`src/fan_cfg_pkg.sv`:
```
/*
 * shared constants, types and helpers for the fan monitor configuration block.
 * assumes a single 250 MHz clock domain and 8-bit registers in the low byte lane.
 */
package fan_cfg_pkg;

    // ****************************************
    // register map (index; byte address is four times it)
    // ****************************************
    localparam int          ADDR_W          = 10;
    localparam logic [7:0]  CFG_IDX         = 8'h7D;
    localparam logic [7:0]  TEST_ONE_IDX    = 8'h7E;
    localparam logic [7:0]  TEST_TWO_IDX    = 8'h7F;
    localparam logic [7:0]  CFG_RESET       = 8'h00;
    localparam logic [7:0]  TEST_ONE_RESET  = 8'h00;
    localparam logic [7:0]  TEST_TWO_RESET  = 8'h00;

    // ****************************************
    // configuration fields
    // ****************************************
    localparam int          FUNC_LSB        = 0;
    localparam int          FUNC_MSB        = 1;
    localparam int          OT_DISABLE_BIT  = 2;
    localparam int          OT_SPEED_BIT    = 3;
    localparam int          BYPASS_BIT      = 5;
    localparam logic [7:0]  CFG_WRITE_MASK  = 8'h2F;

    // ****************************************
    // limits and scales
    // ****************************************
    localparam int          NUM_CHAN        = 3;
    localparam int          NUM_FAN         = 3;
    localparam logic [7:0]  OFF64_LIMIT_OFF = 8'h00;
    localparam logic [7:0]  TWOS_LIMIT_OFF  = 8'h80;
    localparam logic [7:0]  FAN_FULL_DUTY   = 8'hFF;
    localparam int          CORE_FULL_SCALE_UV = 2296500;

    typedef enum logic [1:0] {
        PIN_FAN_TACH  = 2'h0,
        PIN_OVERTEMP  = 2'h1,
        PIN_BUS_ALERT = 2'h2,
        PIN_GPIO      = 2'h3
    } pin_func_e;

    typedef enum logic [1:0] {
        BUS_IDLE = 2'b01,
        BUS_ACK  = 2'b10
    } bus_state_e;

    typedef struct packed {
        logic [7:0] limit;
        logic       enable;
        logic       exceeded;
    } chan_s;

    typedef struct packed {
        logic dir;
        logic level;
    } gpio_ctl_s;

    // limit code that switches a channel's over-temperature off
    function automatic logic limit_off(input logic [7:0] limit, input logic twos);
        limit_off = twos ? (limit == TWOS_LIMIT_OFF) : (limit == OFF64_LIMIT_OFF);
    endfunction

    function automatic logic chan_live(input chan_s c, input logic twos);
        chan_live = c.enable & c.exceeded & ~limit_off(c.limit, twos);
    endfunction

endpackage

```
`src/shared_pin_router.sv`:
```
/*
 * routes the shared multi-purpose pin by the function select code.
 * assumes the pin is open drain for over-temperature and alert; all inputs synchronous.
 */
`timescale 1ns/100ps
module shared_pin_router (
    input  wire logic                  clk,
    input  wire logic                  rst_n,
    input  wire fan_cfg_pkg::pin_func_e func,
    input  wire logic                  overtemp_assert,
    input  wire logic                  alert_request,
    input  wire fan_cfg_pkg::gpio_ctl_s gpio_ctl,
    input  wire logic                  pin_in,
    output logic                       pin_out,
    output logic                       pin_oe,
    output logic                       fan_four_tach_input,
    output logic                       overtemp_sensed,
    output logic                       gpio_in
);
    logic next_pin_out;
    logic next_pin_oe;
    logic next_tach;
    logic next_sensed;
    logic next_gpio_in;

    // ****************************************
    // routing
    // ****************************************
    always_comb begin
        next_pin_out = 1'b0;
        next_pin_oe  = 1'b0;
        next_tach    = 1'b0;
        next_sensed  = 1'b0;
        next_gpio_in = 1'b0;
        unique case (func)
            fan_cfg_pkg::PIN_FAN_TACH: begin
                next_tach = pin_in;
            end
            fan_cfg_pkg::PIN_OVERTEMP: begin
                // pulled low while asserted; the far end may also pull it
                next_pin_oe = overtemp_assert;
                next_sensed = ~pin_in;
            end
            fan_cfg_pkg::PIN_BUS_ALERT: begin
                next_pin_oe = alert_request;
            end
            fan_cfg_pkg::PIN_GPIO: begin
                next_pin_out = gpio_ctl.level;
                next_pin_oe  = gpio_ctl.dir;
                next_gpio_in = pin_in;
            end
        endcase
    end

    always_ff @(posedge clk or negedge rst_n) begin
        if (!rst_n) begin
            pin_out             <= 1'b0;
            pin_oe              <= 1'b0;
            fan_four_tach_input <= 1'b0;
            overtemp_sensed     <= 1'b0;
            gpio_in             <= 1'b0;
        end else begin
            pin_out             <= next_pin_out;
            pin_oe              <= next_pin_oe;
            fan_four_tach_input <= next_tach;
            overtemp_sensed     <= next_sensed;
            gpio_in             <= next_gpio_in;
        end
    end

endmodule // shared_pin_router

```
`src/overtemp_fan_override.sv`:
```
/*
 * qualifies over-temperature trips per channel and overrides fan duty.
 * assumes limit comparison flags and the loop duties arrive synchronous to clk.
 */
`timescale 1ns/100ps
module overtemp_fan_override (
    input  wire logic                                   clk,
    input  wire logic                                   rst_n,
    input  wire fan_cfg_pkg::chan_s [fan_cfg_pkg::NUM_CHAN-1:0] chan,
    input  wire logic                                   twos_mode,
    input  wire logic                                   output_disable,
    input  wire logic                                   pin_is_overtemp,
    input  wire logic                                   speed_select,
    input  wire logic [fan_cfg_pkg::NUM_FAN-1:0][7:0]   fan_max_duty,
    input  wire logic [fan_cfg_pkg::NUM_FAN-1:0][7:0]   fan_loop_duty,
    output logic                                        overtemp_assert,
    output logic [fan_cfg_pkg::NUM_FAN-1:0][7:0]        fan_duty
);
    logic                                      trip;
    logic                                      next_assert;
    logic [fan_cfg_pkg::NUM_FAN-1:0][7:0]      next_duty;

    always_comb begin
        trip = 1'b0;
        for (int i = 0; i < fan_cfg_pkg::NUM_CHAN; i++) begin
            trip = trip | fan_cfg_pkg::chan_live(chan[i], twos_mode);
        end
        next_assert = trip & ~output_disable & pin_is_overtemp;
        next_duty   = fan_loop_duty;
        if (trip) begin
            for (int f = 0; f < fan_cfg_pkg::NUM_FAN; f++) begin
                next_duty[f] = speed_select ? fan_max_duty[f] : fan_cfg_pkg::FAN_FULL_DUTY;
            end
        end
    end

    always_ff @(posedge clk or negedge rst_n) begin
        if (!rst_n) begin
            overtemp_assert <= 1'b0;
            fan_duty        <= '0;
        end else begin
            overtemp_assert <= next_assert;
            fan_duty        <= next_duty;
        end
    end

endmodule // overtemp_fan_override

```
`src/fan_monitor_config_register.sv`:
```
/*
 * configuration register bank with Avalon-MM slave, shared pin routing and
 * over-temperature fan override.
 * assumes a master that holds its request until waitrequest is low, and a
 * lock level from the global configuration register.
 */
`timescale 1ns/100ps
module fan_monitor_config_register (
    input  wire logic                                          clk,
    input  wire logic                                          rstn,
    input  wire logic [fan_cfg_pkg::ADDR_W-1:0]                address,
    input  wire logic                                          read,
    input  wire logic                                          write,
    input  wire logic [31:0]                                   writedata,
    input  wire logic [3:0]                                    byteenable,
    output logic [31:0]                                        readdata,
    output logic                                               waitrequest,
    input  wire logic                                          config_lock,
    input  wire logic                                          twos_mode,
    input  wire fan_cfg_pkg::chan_s [fan_cfg_pkg::NUM_CHAN-1:0] chan,
    input  wire logic [fan_cfg_pkg::NUM_FAN-1:0][7:0]          fan_max_duty,
    input  wire logic [fan_cfg_pkg::NUM_FAN-1:0][7:0]          fan_loop_duty,
    input  wire logic                                          alert_request,
    input  wire fan_cfg_pkg::gpio_ctl_s                        gpio_ctl,
    input  wire logic                                          pin_in,
    output logic                                               pin_out,
    output logic                                               pin_oe,
    output logic                                               fan_four_tach_input,
    output logic                                               overtemp_sensed,
    output logic                                               gpio_in,
    output logic                                               overtemp_active,
    output logic [fan_cfg_pkg::NUM_FAN-1:0][7:0]               fan_duty,
    output logic                                               core_voltage_attenuator_bypass
);

    // ****************************************
    // reset release
    // ****************************************
    logic rst_meta;
    logic rst_n;

    always_ff @(posedge clk or negedge rstn) begin
        if (!rstn) begin
            rst_meta <= 1'b0;
            rst_n    <= 1'b0;
        end else begin
            rst_meta <= 1'b1;
            rst_n    <= rst_meta;
        end
    end

    // ****************************************
    // bus slave
    // ****************************************
    fan_cfg_pkg::bus_state_e state;
    fan_cfg_pkg::bus_state_e next_state;
    logic                    next_waitrequest;
    logic [31:0]             next_readdata;
    logic [7:0]              cfg;
    logic [7:0]              next_cfg;
    logic [7:0]              reg_idx;
    logic                    word_ok;
    logic                    cfg_write;

    assign reg_idx = address[fan_cfg_pkg::ADDR_W-1:2];
    assign word_ok = (address[1:0] == 2'h0);

    always_comb begin
        next_state       = state;
        next_waitrequest = waitrequest;
        next_readdata    = readdata;
        unique case (state)
            fan_cfg_pkg::BUS_IDLE: begin
                if (read || write) begin
                    next_state       = fan_cfg_pkg::BUS_ACK;
                    next_waitrequest = 1'b0;
                    next_readdata    = 32'h0000_0000;
                    if (read && word_ok) begin
                        unique case (reg_idx)
                            fan_cfg_pkg::CFG_IDX:      next_readdata = {24'h00_0000, cfg};
                            fan_cfg_pkg::TEST_ONE_IDX: next_readdata = {24'h00_0000, fan_cfg_pkg::TEST_ONE_RESET};
                            fan_cfg_pkg::TEST_TWO_IDX: next_readdata = {24'h00_0000, fan_cfg_pkg::TEST_TWO_RESET};
                            default:                   next_readdata = 32'h0000_0000;
                        endcase
                    end
                end
            end
            fan_cfg_pkg::BUS_ACK: begin
                next_state       = fan_cfg_pkg::BUS_IDLE;
                next_waitrequest = 1'b1;
            end
            default: begin
                next_state       = fan_cfg_pkg::BUS_IDLE;
                next_waitrequest = 1'b1;
            end
        endcase
    end

    always_ff @(posedge clk or negedge rst_n) begin
        if (!rst_n) begin
            state       <= fan_cfg_pkg::BUS_IDLE;
            waitrequest <= 1'b1;
            readdata    <= 32'h0000_0000;
        end else begin
            state       <= next_state;
            waitrequest <= next_waitrequest;
            readdata    <= next_readdata;
        end
    end

    // ****************************************
    // configuration register
    // ****************************************
    // write lands on the edge where waitrequest is seen low; test registers have no storage
    assign cfg_write = (state == fan_cfg_pkg::BUS_ACK) && write && word_ok && byteenable[0]
                       && (reg_idx == fan_cfg_pkg::CFG_IDX);

    always_comb begin
        next_cfg = cfg;
        if (cfg_write && !config_lock) begin
            next_cfg = writedata[7:0] & fan_cfg_pkg::CFG_WRITE_MASK;
        end
    end

    always_ff @(posedge clk or negedge rst_n) begin
        if (!rst_n) begin
            cfg <= fan_cfg_pkg::CFG_RESET;
        end else begin
            cfg <= next_cfg;
        end
    end

    // ****************************************
    // attenuator bypass
    // ****************************************
    // only the scale flag leaves here; the converter applies the full-scale value
    always_ff @(posedge clk or negedge rst_n) begin
        if (!rst_n) begin
            core_voltage_attenuator_bypass <= 1'b0;
        end else begin
            core_voltage_attenuator_bypass <= cfg[fan_cfg_pkg::BYPASS_BIT];
        end
    end

    // ****************************************
    // submodules
    // ****************************************
    fan_cfg_pkg::pin_func_e func;

    assign func = fan_cfg_pkg::pin_func_e'(cfg[fan_cfg_pkg::FUNC_MSB:fan_cfg_pkg::FUNC_LSB]);

    overtemp_fan_override u_override (
        .clk             (clk),
        .rst_n           (rst_n),
        .chan            (chan),
        .twos_mode       (twos_mode),
        .output_disable  (cfg[fan_cfg_pkg::OT_DISABLE_BIT]),
        .pin_is_overtemp (func == fan_cfg_pkg::PIN_OVERTEMP),
        .speed_select    (cfg[fan_cfg_pkg::OT_SPEED_BIT]),
        .fan_max_duty    (fan_max_duty),
        .fan_loop_duty   (fan_loop_duty),
        .overtemp_assert (overtemp_active),
        .fan_duty        (fan_duty)
    );

    // pin sees the assert one cycle after the override flop, a small extra latency
    shared_pin_router u_router (
        .clk                 (clk),
        .rst_n               (rst_n),
        .func                (func),
        .overtemp_assert     (overtemp_active),
        .alert_request       (alert_request),
        .gpio_ctl            (gpio_ctl),
        .pin_in              (pin_in),
        .pin_out             (pin_out),
        .pin_oe              (pin_oe),
        .fan_four_tach_input (fan_four_tach_input),
        .overtemp_sensed     (overtemp_sensed),
        .gpio_in             (gpio_in)
    );

    // ****************************************
    // checks
    // ****************************************
    logic any_live;

    always_comb begin
        any_live = 1'b0;
        for (int i = 0; i < fan_cfg_pkg::NUM_CHAN; i++) begin
            any_live = any_live | fan_cfg_pkg::chan_live(chan[i], twos_mode);
        end
    end

    pin_tach_route_a: assert property (@(posedge clk) disable iff (!rst_n)
        (func == fan_cfg_pkg::PIN_FAN_TACH) |=> (fan_four_tach_input == $past(pin_in) && !pin_oe))
        else $error("tach route wrong");

    overtemp_disable_a: assert property (@(posedge clk) disable iff (!rst_n)
        cfg[fan_cfg_pkg::OT_DISABLE_BIT] |=> !overtemp_active)
        else $error("overtemp not suppressed");

    overtemp_cause_a: assert property (@(posedge clk) disable iff (!rst_n)
        ##1 overtemp_active |-> $past(any_live && !cfg[fan_cfg_pkg::OT_DISABLE_BIT]
            && func == fan_cfg_pkg::PIN_OVERTEMP))
        else $error("overtemp without cause");

    off64_limit_a: assert property (@(posedge clk) disable iff (!rst_n)
        (!twos_mode && chan[0].limit == 8'h00 && chan[1].limit == 8'h00 && chan[2].limit == 8'h00)
        |=> !overtemp_active)
        else $error("offset64 off limit ignored");

    twos_limit_a: assert property (@(posedge clk) disable iff (!rst_n)
        (twos_mode && chan[0].limit == 8'h80 && chan[1].limit == 8'h80 && chan[2].limit == 8'h80)
        |=> !overtemp_active)
        else $error("twos off limit ignored");

    full_speed_a: assert property (@(posedge clk) disable iff (!rst_n)
        (any_live && !cfg[fan_cfg_pkg::OT_SPEED_BIT]) |=> (fan_duty == {3{8'hFF}}))
        else $error("fans not at full speed");

    max_speed_a: assert property (@(posedge clk) disable iff (!rst_n)
        (any_live && cfg[fan_cfg_pkg::OT_SPEED_BIT]) |=> (fan_duty == $past(fan_max_duty)))
        else $error("fans not at max duty");

    bypass_follow_a: assert property (@(posedge clk) disable iff (!rst_n)
        cfg_write && !config_lock |=> ##1 (core_voltage_attenuator_bypass == $past(writedata[5], 2)))
        else $error("bypass flag wrong");

    lock_hold_a: assert property (@(posedge clk) disable iff (!rst_n)
        (cfg_write && config_lock) |=> $stable(cfg))
        else $error("locked register changed");

    reset_clear_a: assert property (@(posedge clk)
        $rose(rst_n) |-> (cfg == 8'h00 && waitrequest))
        else $error("config not clear after reset");

    test_read_a: assert property (@(posedge clk) disable iff (!rst_n)
        (state == fan_cfg_pkg::BUS_IDLE && read && word_ok && reg_idx >= 8'h7E && reg_idx <= 8'h7F)
        |=> (!waitrequest && readdata == 32'h0000_0000))
        else $error("test register not zero");

    unused_zero_a: assert property (@(posedge clk) disable iff (!rst_n)
        cfg_write |=> ((cfg & 8'hD0) == 8'h00))
        else $error("unused bits set");

    bus_ack_once_a: assert property (@(posedge clk) disable iff (!rst_n)
        !waitrequest |=> waitrequest)
        else $error("ack longer than one cycle");

    overtemp_pin_a: assert property (@(posedge clk) disable iff (!rst_n)
        (func == fan_cfg_pkg::PIN_OVERTEMP) |=> (pin_oe == $past(overtemp_active) && !pin_out))
        else $error("overtemp pin drive wrong");

    alert_route_a: assert property (@(posedge clk) disable iff (!rst_n)
        (func == fan_cfg_pkg::PIN_BUS_ALERT) |=> (pin_oe == $past(alert_request) && !pin_out))
        else $error("alert pin drive wrong");

    gpio_route_a: assert property (@(posedge clk) disable iff (!rst_n)
        (func == fan_cfg_pkg::PIN_GPIO) |=> (pin_out == $past(gpio_ctl.level) && pin_oe == $past(gpio_ctl.dir)))
        else $error("gpio pin drive wrong");

    overtemp_drive_a: assert property (@(posedge clk) disable iff (!rst_n)
        (any_live && !cfg[fan_cfg_pkg::OT_DISABLE_BIT] && func == fan_cfg_pkg::PIN_OVERTEMP) |=> overtemp_active)
        else $error("permitted overtemp not driven");

    read_upper_a: assert property (@(posedge clk) disable iff (!rst_n)
        !waitrequest |-> (readdata[31:8] == 24'h00_0000))
        else $error("upper read bits set");

    cfg_write_c: cover property (@(posedge clk) disable iff (!rst_n) cfg_write && !config_lock);
    locked_write_c: cover property (@(posedge clk) disable iff (!rst_n) cfg_write && config_lock);
    overtemp_drive_c: cover property (@(posedge clk) disable iff (!rst_n) pin_oe && func == fan_cfg_pkg::PIN_OVERTEMP);
    max_override_c: cover property (@(posedge clk) disable iff (!rst_n) any_live && cfg[fan_cfg_pkg::OT_SPEED_BIT]);

endmodule // fan_monitor_config_register

```
`config.mk`:
```
export PLATFORM = sky130hd
export DESIGN_NAME = fan_monitor_config_register
export DESIGN_NICKNAME = d
export VERILOG_FILES = /design/src/fan_cfg_pkg.sv /design/src/shared_pin_router.sv /design/src/overtemp_fan_override.sv /design/src/fan_monitor_config_register.sv
export SDC_FILE = /design/constraint.sdc
export NUM_CORES = 1
export LEC_CHECK = 0
export BUFFER_PORTS_ARGS = -buffer_cell sky130_fd_sc_hd__buf_2
export CAP_MARGIN = 25
export CORE_AREA = 4 4 85 87
export DETAILED_ROUTE_END_ITERATION = 7
export DIE_AREA = 0 0 89 91
export PLACE_DENSITY_LB_ADDON = 0.25
export SLEW_MARGIN = 15
export SYNTH_ARGS = -nofsm -noshare
export SYNTH_HDL_FRONTEND = slang
export SYNTH_HIERARCHICAL = 1
export SYNTH_SLANG_ARGS = --single-unit
```
`constraint.sdc`:
```
create_clock -name clk -period 2.5 [get_ports clk]
set_input_delay 0.5 -clock clk [delete_from_list [all_inputs] [get_ports clk]]
set_output_delay 0.5 -clock clk [all_outputs]
set_load 0.02 [all_outputs]
```
; ---- Yosys cells after proc, flatten, opt, wreduce, memory -nomap -nowiden
; Cells that the tools add are included.
[op_classes]
n_eq_ne = 10
mux = 18
bitwise = 15
n_reduce_logical = 14
[ops]
columns = cell, n
row1 = "8-bit == test, second input constant", 3
row2 = 8-bit zero test, 3
row3 = 24-bit two-way mux, 1
row4 = 8-bit two-way mux, 3
row5 = 6-bit two-way mux, 2
row6 = 1-bit two-way mux, 9
row7 = 1-bit bitwise AND, 8
row8 = "8-bit by 7-bit == test with 1-bit output, second input constant", 1
row9 = "2-bit == test, second input constant", 3
row10 = 1-bit logical AND, 6
row11 = 1-bit NOT, 5
row12 = "2-bit by 1-bit == test with 1-bit output, second input constant", 2
row13 = 2-bit zero test, 2
row14 = 2-bit two-way mux, 2
row15 = 1-bit case mux with 3 select lines, 1
row16 = "2-bit != test, second input constant", 1
row17 = 1-bit OR, 2
row18 = 2-bit AND reduction, 1
row19 = 1-bit zero test, 1
row20 = 1-bit logical OR, 1
[totals]
register_bits = 73

; ---- Logic depth before layout (Yosys ltp)
; Gate-level depths: netlist (run 1).
[depth]
word_depth = 8
depth_mapped = 5

; ---- Modules after synthesis
; Netlist (run 1), hierarchy kept.
[modules_own_cells]
columns = module, n_inst, cells_each, area_per_inst_um2
row1 = overtemp_fan_override, 1, 93, 1272.5
row2 = fan_monitor_config_register, 1, 66, 788.3
row3 = shared_pin_router, 1, 12, 178.9

; ---- Worst setup path before layout (run 1)
; Ideal clock, no wire load.
[synth_timing]
kind = input port to flip-flop
startpoint = in chan[5] (netlist name)
endpoint = reg u_override/fan_duty[10] (netlist name)
setup_ns = 0.125
arrival_ns = 1.868
required_ns = 2.375
setup_slack_ns = 0.507
cell_stages = 5
path_buffers = 1
path_cell_list = nor4_2 -> nand3_1 -> a311oi_4 -> buf_6 -> mux2_4
[synth_rtl]
columns = item, line_no
row1 = "start, declared", fan_monitor_config_register.sv:20  ; input wire fan_cfg_pkg::chan_s [fan_cfg_pkg::NUM_CHAN-1:0] chan,
row2 = "end signal, assigned", overtemp_fan_override.sv:43  ; fan_duty <= next_duty;
row3 = "end, declared", overtemp_fan_override.sv:17  ; output logic [fan_cfg_pkg::NUM_FAN-1:0][7:0] fan_duty

==> results of run 1 <==
layout make-up:
cell class                 count  area (um^2)  share of cell area
clock buffer                   6        72.57             0.02369
clock inverter                 2        35.03             0.01144
inverter                       1        3.754            0.001225
multi-input combinational    120        973.4              0.3178
sequential                    45         1129              0.3685
tap                           77        96.34             0.03145
timing repair buffer         145        753.2              0.2459
worst reg2reg max path, stage by stage (launching register included):
cell and delay (ns):
dfstp_2 0.38, or4b_4 0.54, nor4_4 0.36, mux2_2 0.39
path summary, 6_finish.rpt:
path	cells past startpoint	startpoint	to
max reg2reg	3	state[0]$_DFFE_PN1P_	cfg[5]$_DFFE_PN0P_
max in group asynchronous	1	rst_n$_DFF_PN0_	u_override/fan_duty[20]$_DFF_PN0_
max	6	chan[23]	u_override/fan_duty[23]$_DFF_PN0_
min reg2reg	0	rst_n$_DFF_PN0_	u_override/fan_duty[5]$_DFF_PN0_
min in group clk	0	rst_meta$_DFF_PN0_	rst_n$_DFF_PN0_
min	0	rst_n$_DFF_PN0_	u_override/fan_duty[5]$_DFF_PN0_
state kept, by name (all words and copies together), names as in the netlist, 2 cells and up:
signal	cells
u_override/fan_duty	24
state	2
readdata	5
cfg	5
per-layer routing:
layer / vias to the layer above / track usage / share of wire
met4: 0 / 0.02605 / 0.0069
met2: 108 / 0.2271 / 0.51
met5: - / 0 / 0
met1: 766 / 0.1481 / 0.36
li1: 822 / - / -
met3: 5 / 0.03801 / 0.12
cells by family (layout without fill, tap and decap cells):
family                 after synthesis  after routing  share of synthesized area
flip-flops                          45             45                     0.5034
buffers and inverters               32            154                     0.1056
XOR/XNOR                             3              3                    0.01173
AND/OR/NAND/NOR                     49             49                     0.1503
multiplexers                        31             31                     0.1866
AO/OA/AOI/OAI                        9              9                    0.03910
other                                2             28                   0.003353
report_power, final:
part / internal [mW] / switching, mW
registers: 0.777 / 0.0239
logic: 0.159 / 0.179
clock network: 0.297 / 0.231
cells in the mapped netlist, drive strengths merged:
cell type	number
conb	2
or2	1
nor4	5
nand2b	24
a311oi	1
and3	2
dfrtp	44
nor3b	3
a22o	5
o21ai	1
inv	1
nand4b	2
xnor2	3
a31oi	2
nand3b	2
nand2	3
clkbuf	2
or4b	1
mux2	29
nor3	3
nand3	1
dfstp	1
buf	29
nor2b	2
mux2i	2
stage by stage:
| stage | hold slack, ns | cells | setup WS, ns |
|---|---|---|---|
| 2_1_floorplan | 0.2044 | 197 | 0.5070 |
| 3_3_place_gp | 0.2848 | 386 | 0.3567 |
| 3_5_place_dp | 0.2867 | 386 | 0.3409 |
| 4_1_cts | 0.3581 | 395 | 0.6600 |
| 5_1_grt | 0.2471 | 396 | 0.5488 |
| 6_report | 0.2051 | 396 | 0.6700 |
==> flow_results.org, run 1 <==
** CTS
- Clock tree from TritonCTS :: done
- Clk Tree Root Cell :: clkbuf_8
- Once the clock tree was built, the resizer swapped 0 gates to a different size.
- The longest clock path from root to sink contains 2 buffers.
- # clock sinks :: 45
- Counting the buffers created by CTS gives 5.
- Clock transition at the registers of the reported paths :: 0.08 ns
- Post-CTS setup buffer count :: 0
- Depth of the CTS H-tree :: 2
- Skew-Pair Late Insertion Delay :: 0.29 ns
- After clock tree synthesis, the flow added hold-fix buffers numbering 1.

** Floorplanning
- The die is 89 um wide.
- The die covers 8099 um^2.
- Core outline area :: 6350 um^2
- Number of top-level design ports :: 198
- Measured along the y axis, the die boundary spans 91 um.
- The initial utilization of the core area, before any placement, comes to 0.3527.
- Cell Rows :: 29

** Setup path
- For this design, the slowest cell found on the critical path is mux2_2.
- STA classifies the critical path startpoint as an input port.
- Cells traversed along the worst timing path :: buf_2 -> nor4_1 -> a31oi_1 -> a311oi_4 -> buf_4 -> mux2_2
- Broken down by cell family, the worst path's largest delay share belongs to compound AO/OA/AOI/OAI gates.
- The critical path in this run is classified as input port to register.
- Together, buffers and inverters on the worst path number 2.
- The worst setup path is captured at a register.
- Critical path data arrival time :: 2.00 ns
- Register-to-Register Setup Slack :: 0.71 ns
- STA puts the critical path data required time at 2.67 ns.
- Crit Path Max Fanout :: 13
- Largest incremental delay on the critical path :: 0.36 ns

** Route
- Pre-Repair DR Iteration Count :: 4
- Routed wire length :: 5.340 mm
- WL/cell :: 13.48 um
- Via/cell ratio :: 4.295
- Remaining DRCs :: 0
- Drt initial violations :: 27
- Antenna Nets Post-Route :: 0
- Vias :: 1,701

** Timing
- For the final database, setup skew stands at 0.009532 ns.
- Maximum operating frequency :: 546.4 MHz
- Summed over all failing endpoints, the final setup total negative slack is 0 ns.
- The number of failing hold endpoints at the final stage was 0.
- Normalized max-slew margin :: 0.4086
- Pins over their slew limit :: 0
- Clock period minus final worst setup slack :: 1.830 ns
- Worst Max-Slew Pin Slew :: 0.8872 ns
- RSZ-0062 raised after global routing :: false
- Setup violations remaining at the end of the flow were counted as 0.
- Final Cycle Share :: 0.7320

** Synthesis
- The share of synthesized area in the top cell type comes to 0.4916.
- Synthesis produced a netlist whose cell count is 171.
- The Yosys step of the flow raised 6 warnings.
- Unique masters post-synth :: 29
- Dominant cells by area after synthesis :: dfrtp_1, mux2_4, buf_4
- Leading area contributor after synthesis :: dfrtp_1
- Of the synthesized area, sequential elements account for 0.5034.
- Number of storage elements in the synthesis netlist :: 45
- In this run the cell area of the synthesized design comes to 2240 um^2.
- In this run the mean area of a mapped cell was 13.10 um^2.

** Global routing
- Global-route usage over all layers :: 0.1269
- Summed over all layers, the global routing overflow is 0.
- The number of antenna violations at the first check in global routing is 0.
- The number of global-route vias before repair is 1,718.
- The first global-routing pass estimated 8.031 mm of wire.
- Entering global routing, the biggest net connects 44 pins.

** Outcome
- The run finished with clean final reports.

** Place
- Final HPWL DP :: 4.362 mm
- # port buffers :: 140
- Placed inst area :: 2925 um^2
- The congestion estimate from routability-driven global placement came to 0.7086.

** Finish
- Leaving out fill and tap cells, the most frequent cell in the layout is buf_2.
- Filler cells :: 611
- Measured on the finished design, the core utilization comes to 0.4824.
- Most used cells in the layout excluding fill and tap cells :: buf_2, dfrtp_1, conb_1
- Total number of nets in the final design :: 452
- Synthesis-to-layout area growth :: 36.76%
- Non-Filler Cell Area, Final :: 3063 um^2
- Of the cells placed in the final design, the portion with a size suffix greater than 1 is 0.5925.
- Number of diodes added for antenna fixing :: 0

** Worst hold path
- In this run the worst hold path is classified as register to asynchronous set/reset pin.

** Pwr
- Total power per unit cell area :: 544.2 nW/um^2
- Leakage power of the design :: 1.553 nW
- VDD sags by at most 0.3316 mV.
- Total chip power :: 1.667 mW

** Run
- Count of max-cap constraint violations :: 0
Power figures use the tool's default switching activity.
==> run 2, diff against run 1 <==
==> constraint.sdc (replaced) <==
create_clock -name clk -period 1.9 [get_ports clk]
set_input_delay 0.38 -clock clk [delete_from_list [all_inputs] [get_ports clk]]
set_output_delay 0.38 -clock clk [all_outputs]
set_load 0.02 [all_outputs]
==> run 2 against run 1 <==
  * Clock-buffer cell count stayed put
  * Register-to-register slack worse by 0.52 ns
  * Sequential power is 31% higher
  * Sequential share of layout area shrank 0.12 points
  * Cell count is 0.76% higher
  * Critical path type unchanged
  * Critical endpoint is now u_override/fan_duty[2]$_DFF_PN0_
==> flow_results.org, run 2 (same netlist as run 1, synthesis figures left out) <==
** CTS
- Clk Tree Root Cell :: clkbuf_8
- Skew-Pair Late Insertion Delay :: 0.29 ns (about the same)
- Resized cells post-CTS :: 0 (unchanged)
- # clock sinks :: 45 (unchanged)
- The number of CTS-inserted buffers is 5 (unchanged).
- The maximum buffer depth of the clock tree was 2 (unchanged).
- The register clock-pin slew on the reported worst setup and hold paths is 0.07 ns (about the same).
- The total number of H-tree levels is 2 (unchanged).
- TritonCTS built the clock tree.

** Route
- The aggregate routed wire length was 5.280 mm (-1.1%).
- Vias :: 1,724 (+1.4%)
- Drt initial violations :: 25 (-7.4%)
- The mean routed wirelength per cell came to 13.23 um (-1.9%).
- The first-pass iteration count of the detailed router came to 3 (-1).
- The number of vias per cell after detailed routing is 4.321 (+0.59%).
- The number of DRC violations after detailed routing came to 0 (unchanged).
- The post-route antenna net violation count was 0 (unchanged).

** Worst hold path
- The worst hold path belongs to the class register to asynchronous set/reset pin.

** Floorplanning
- The horizontal die dimension was 89 um (unchanged).
- Number of top-level design ports :: 198 (unchanged)
- The overall die height came to 91 um (unchanged).
- The number of placement rows was 29 (unchanged).
- Die ar. :: 8099 um^2 (unchanged)
- The initial cell density of the core was 0.3527 (unchanged).
- Core outline area :: 6350 um^2 (unchanged)

** Setup path
- Launching element of the worst setup path :: chan[5]
- Reg-to-reg endpoint :: cfg[3]$_DFFE_PN0P_
- Largest incremental delay on the critical path :: 0.38 ns (+0.02 ns)
- The critical path is of the input port to register type.
- The worst setup path is launched from an input port.
- Capturing instance or port of the critical path :: u_override/fan_duty[2]$_DFF_PN0_
- The top fanout value on the critical path was 13 (unchanged).
- The slowest stage of the critical path belongs to the cell mux2_2.
- The reg2reg setup slack came to 0.19 ns (-0.52 ns).
- Walking the worst path, the cells encountered are buf_2 -> nor4_2 -> nand3_1 -> a311oi_4 -> buf_4 -> mux2_2.
- The worst setup path is captured at a register.
- Required @ worst endpoint :: 2.07 ns (-0.60 ns)
- The depth of the most critical reg-to-reg path is 4 (+1).
- Launching point of the worst reg2reg path :: state[0]$_DFFE_PN1P_
- The critical path arrival was 1.90 ns (-0.10 ns).

** Timing
- Clock period minus final worst setup slack :: 1.729 ns
- Setup repair after global routing left no endpoint under its margin.
- The number of failing hold endpoints at the final stage is 0 (unchanged).
- The count of final max-slew check failures is 0 (unchanged).
- Final Cycle Share :: 0.9101
- Maximum operating frequency :: 578.3 MHz
- Final setup viols :: 0 (unchanged)
- The final worst setup slack came to 0.1709 ns (-0.4991 ns).
- The worst clock skew was 0.006117 ns (-0.003415 ns).

** Global routing
- The number of global-route vias before repair was 1,706 (-0.70%).
- Global-route usage over all layers :: 0.1244 (-0.002464)
- Overall overflow remaining after global route :: 0 (unchanged)
- The wire length of the first global-routing pass is 7.824 mm (-2.6%).
- Maximum number of pins on one net before global-route repair :: 27 (-39%)
- Antenna violations before repair :: 0 (unchanged)

** Place
- The number of buffers added on ports was 140 (unchanged).
- The worst slack after detailed placement is -0.1611 ns (-0.5020 ns).
- Placed inst area :: 2955 um^2 (+1.0%)
- Final HPWL DP :: 4.419 mm (+1.3%)
- The weighted congestion reported at the end of routability-driven placement was 0.7131 (+0.64%).

** Finish
- Number of diodes added for antenna fixing :: 0 (unchanged)
- Max FFs per register :: 24 (unchanged)
- Total number of nets in the final design :: 455 (+0.66%)
- Fraction of final layout cells sized beyond drive strength 1 :: 0.5963 (+0.003797)
- The library cells used most frequently in the layout, excluding fill and tap cells, are buf_2, dfrtp_1, conb_1.
- Registers with the highest flip-flop counts :: u_override/fan_duty (24), cfg (5), readdata (5)
- Most common cell after layout, fill and taps aside :: buf_2
- Largest register by flop count :: u_override/fan_duty
- The final cell area excluding filler cells is 3073 um^2 (+0.33%).
- The area growth from synthesis to layout is 37.21%.

** Outcome
- The run finished with clean final reports.

** Pwr
- Leakage power of the design :: 1.565 nW (+0.72%)
- The largest vdd supply drop came to 0.4361 mV (+32%).
- The total design power was 2.178 mW (+31%).
- The cell area power density is 708.8 nW/um^2 (+30%).

** Run
- Count of max-cap constraint violations :: 0 (unchanged)
[run 2: cell count changes in the layout (fill, tap and decap cells not counted)]
cell,delta
buf_4,+4
buf_12,-1
[run 2: per-stage QoR]
step                TNS [ns]  cells    util  hold slack, ns
CTS                        0    399  0.4839         0.09118
floorplan                  0    197       -         0.08441
global route               0    399  0.4839          0.1044
finish                     0    399  0.4839         0.08536
detailed placement    -2.454    390  0.4654         0.08331
global placement      -2.051    390  0.4654         0.08485
[run 2: what timing repair did]
action	in CTS	in global routing
endpoints found under the hold margin	2	0
hold buffers	1	0
buffers inserted	0	0
[run 2: how the worst min path moves through the flow]
stage                          startpoint                                        to  slack [ns]  cells after the start
after global placement    rst_n$_DFF_PN0_  core_voltage_attenuator_bypass$_DFF_PN0_        0.08                      0
after CTS                 rst_n$_DFF_PN0_  core_voltage_attenuator_bypass$_DFF_PN0_        0.09                      0
final                     rst_n$_DFF_PN0_  core_voltage_attenuator_bypass$_DFF_PN0_        0.09                      0
after floorplan                      rstn                        rst_meta$_DFF_PN0_        0.08                      0
after detailed placement  rst_n$_DFF_PN0_  core_voltage_attenuator_bypass$_DFF_PN0_        0.08                      0
after global routing      rst_n$_DFF_PN0_  core_voltage_attenuator_bypass$_DFF_PN0_        0.10                      0
[run 2: area by class of cell]
type,instances,area [um^2]
Clock buffer,6,72.57
Clock inverter,2,35.03
Fill cell,610,3277
Inverter,1,3.754
Multi-Input combinational cell,120,973.4
Sequential cell,45,1129
Tap cell,77,96.34
Timing Repair Buffer,148,763.2
[run 2: worst max-delay path, delay by kind of cell]
family / cells / cell delay, ns
AOI/OAI and AO/OA: 1 / 0.32
and+or+nand+nor: 2 / 0.41
buffers and inverters: 2 / 0.40
muxes: 1 / 0.38
[run 2: layer usage]
layer,wire (um),global-route usage,vias up,part of all wire
met3,702,0.04434,7,0.13
met5,0,0,-,0
met1,1785,0.1307,777,0.34
li1,-,-,830,-
met2,2728,0.2327,110,0.52
met4,63,0.02730,0,0.012
[run 2: power breakdown]
group	internal [mW]	switching (mW)	leakage, nW
logic	0.208	0.239	0.988
clock network	0.390	0.292	0.0552
registers	1.02	0.0262	0.521
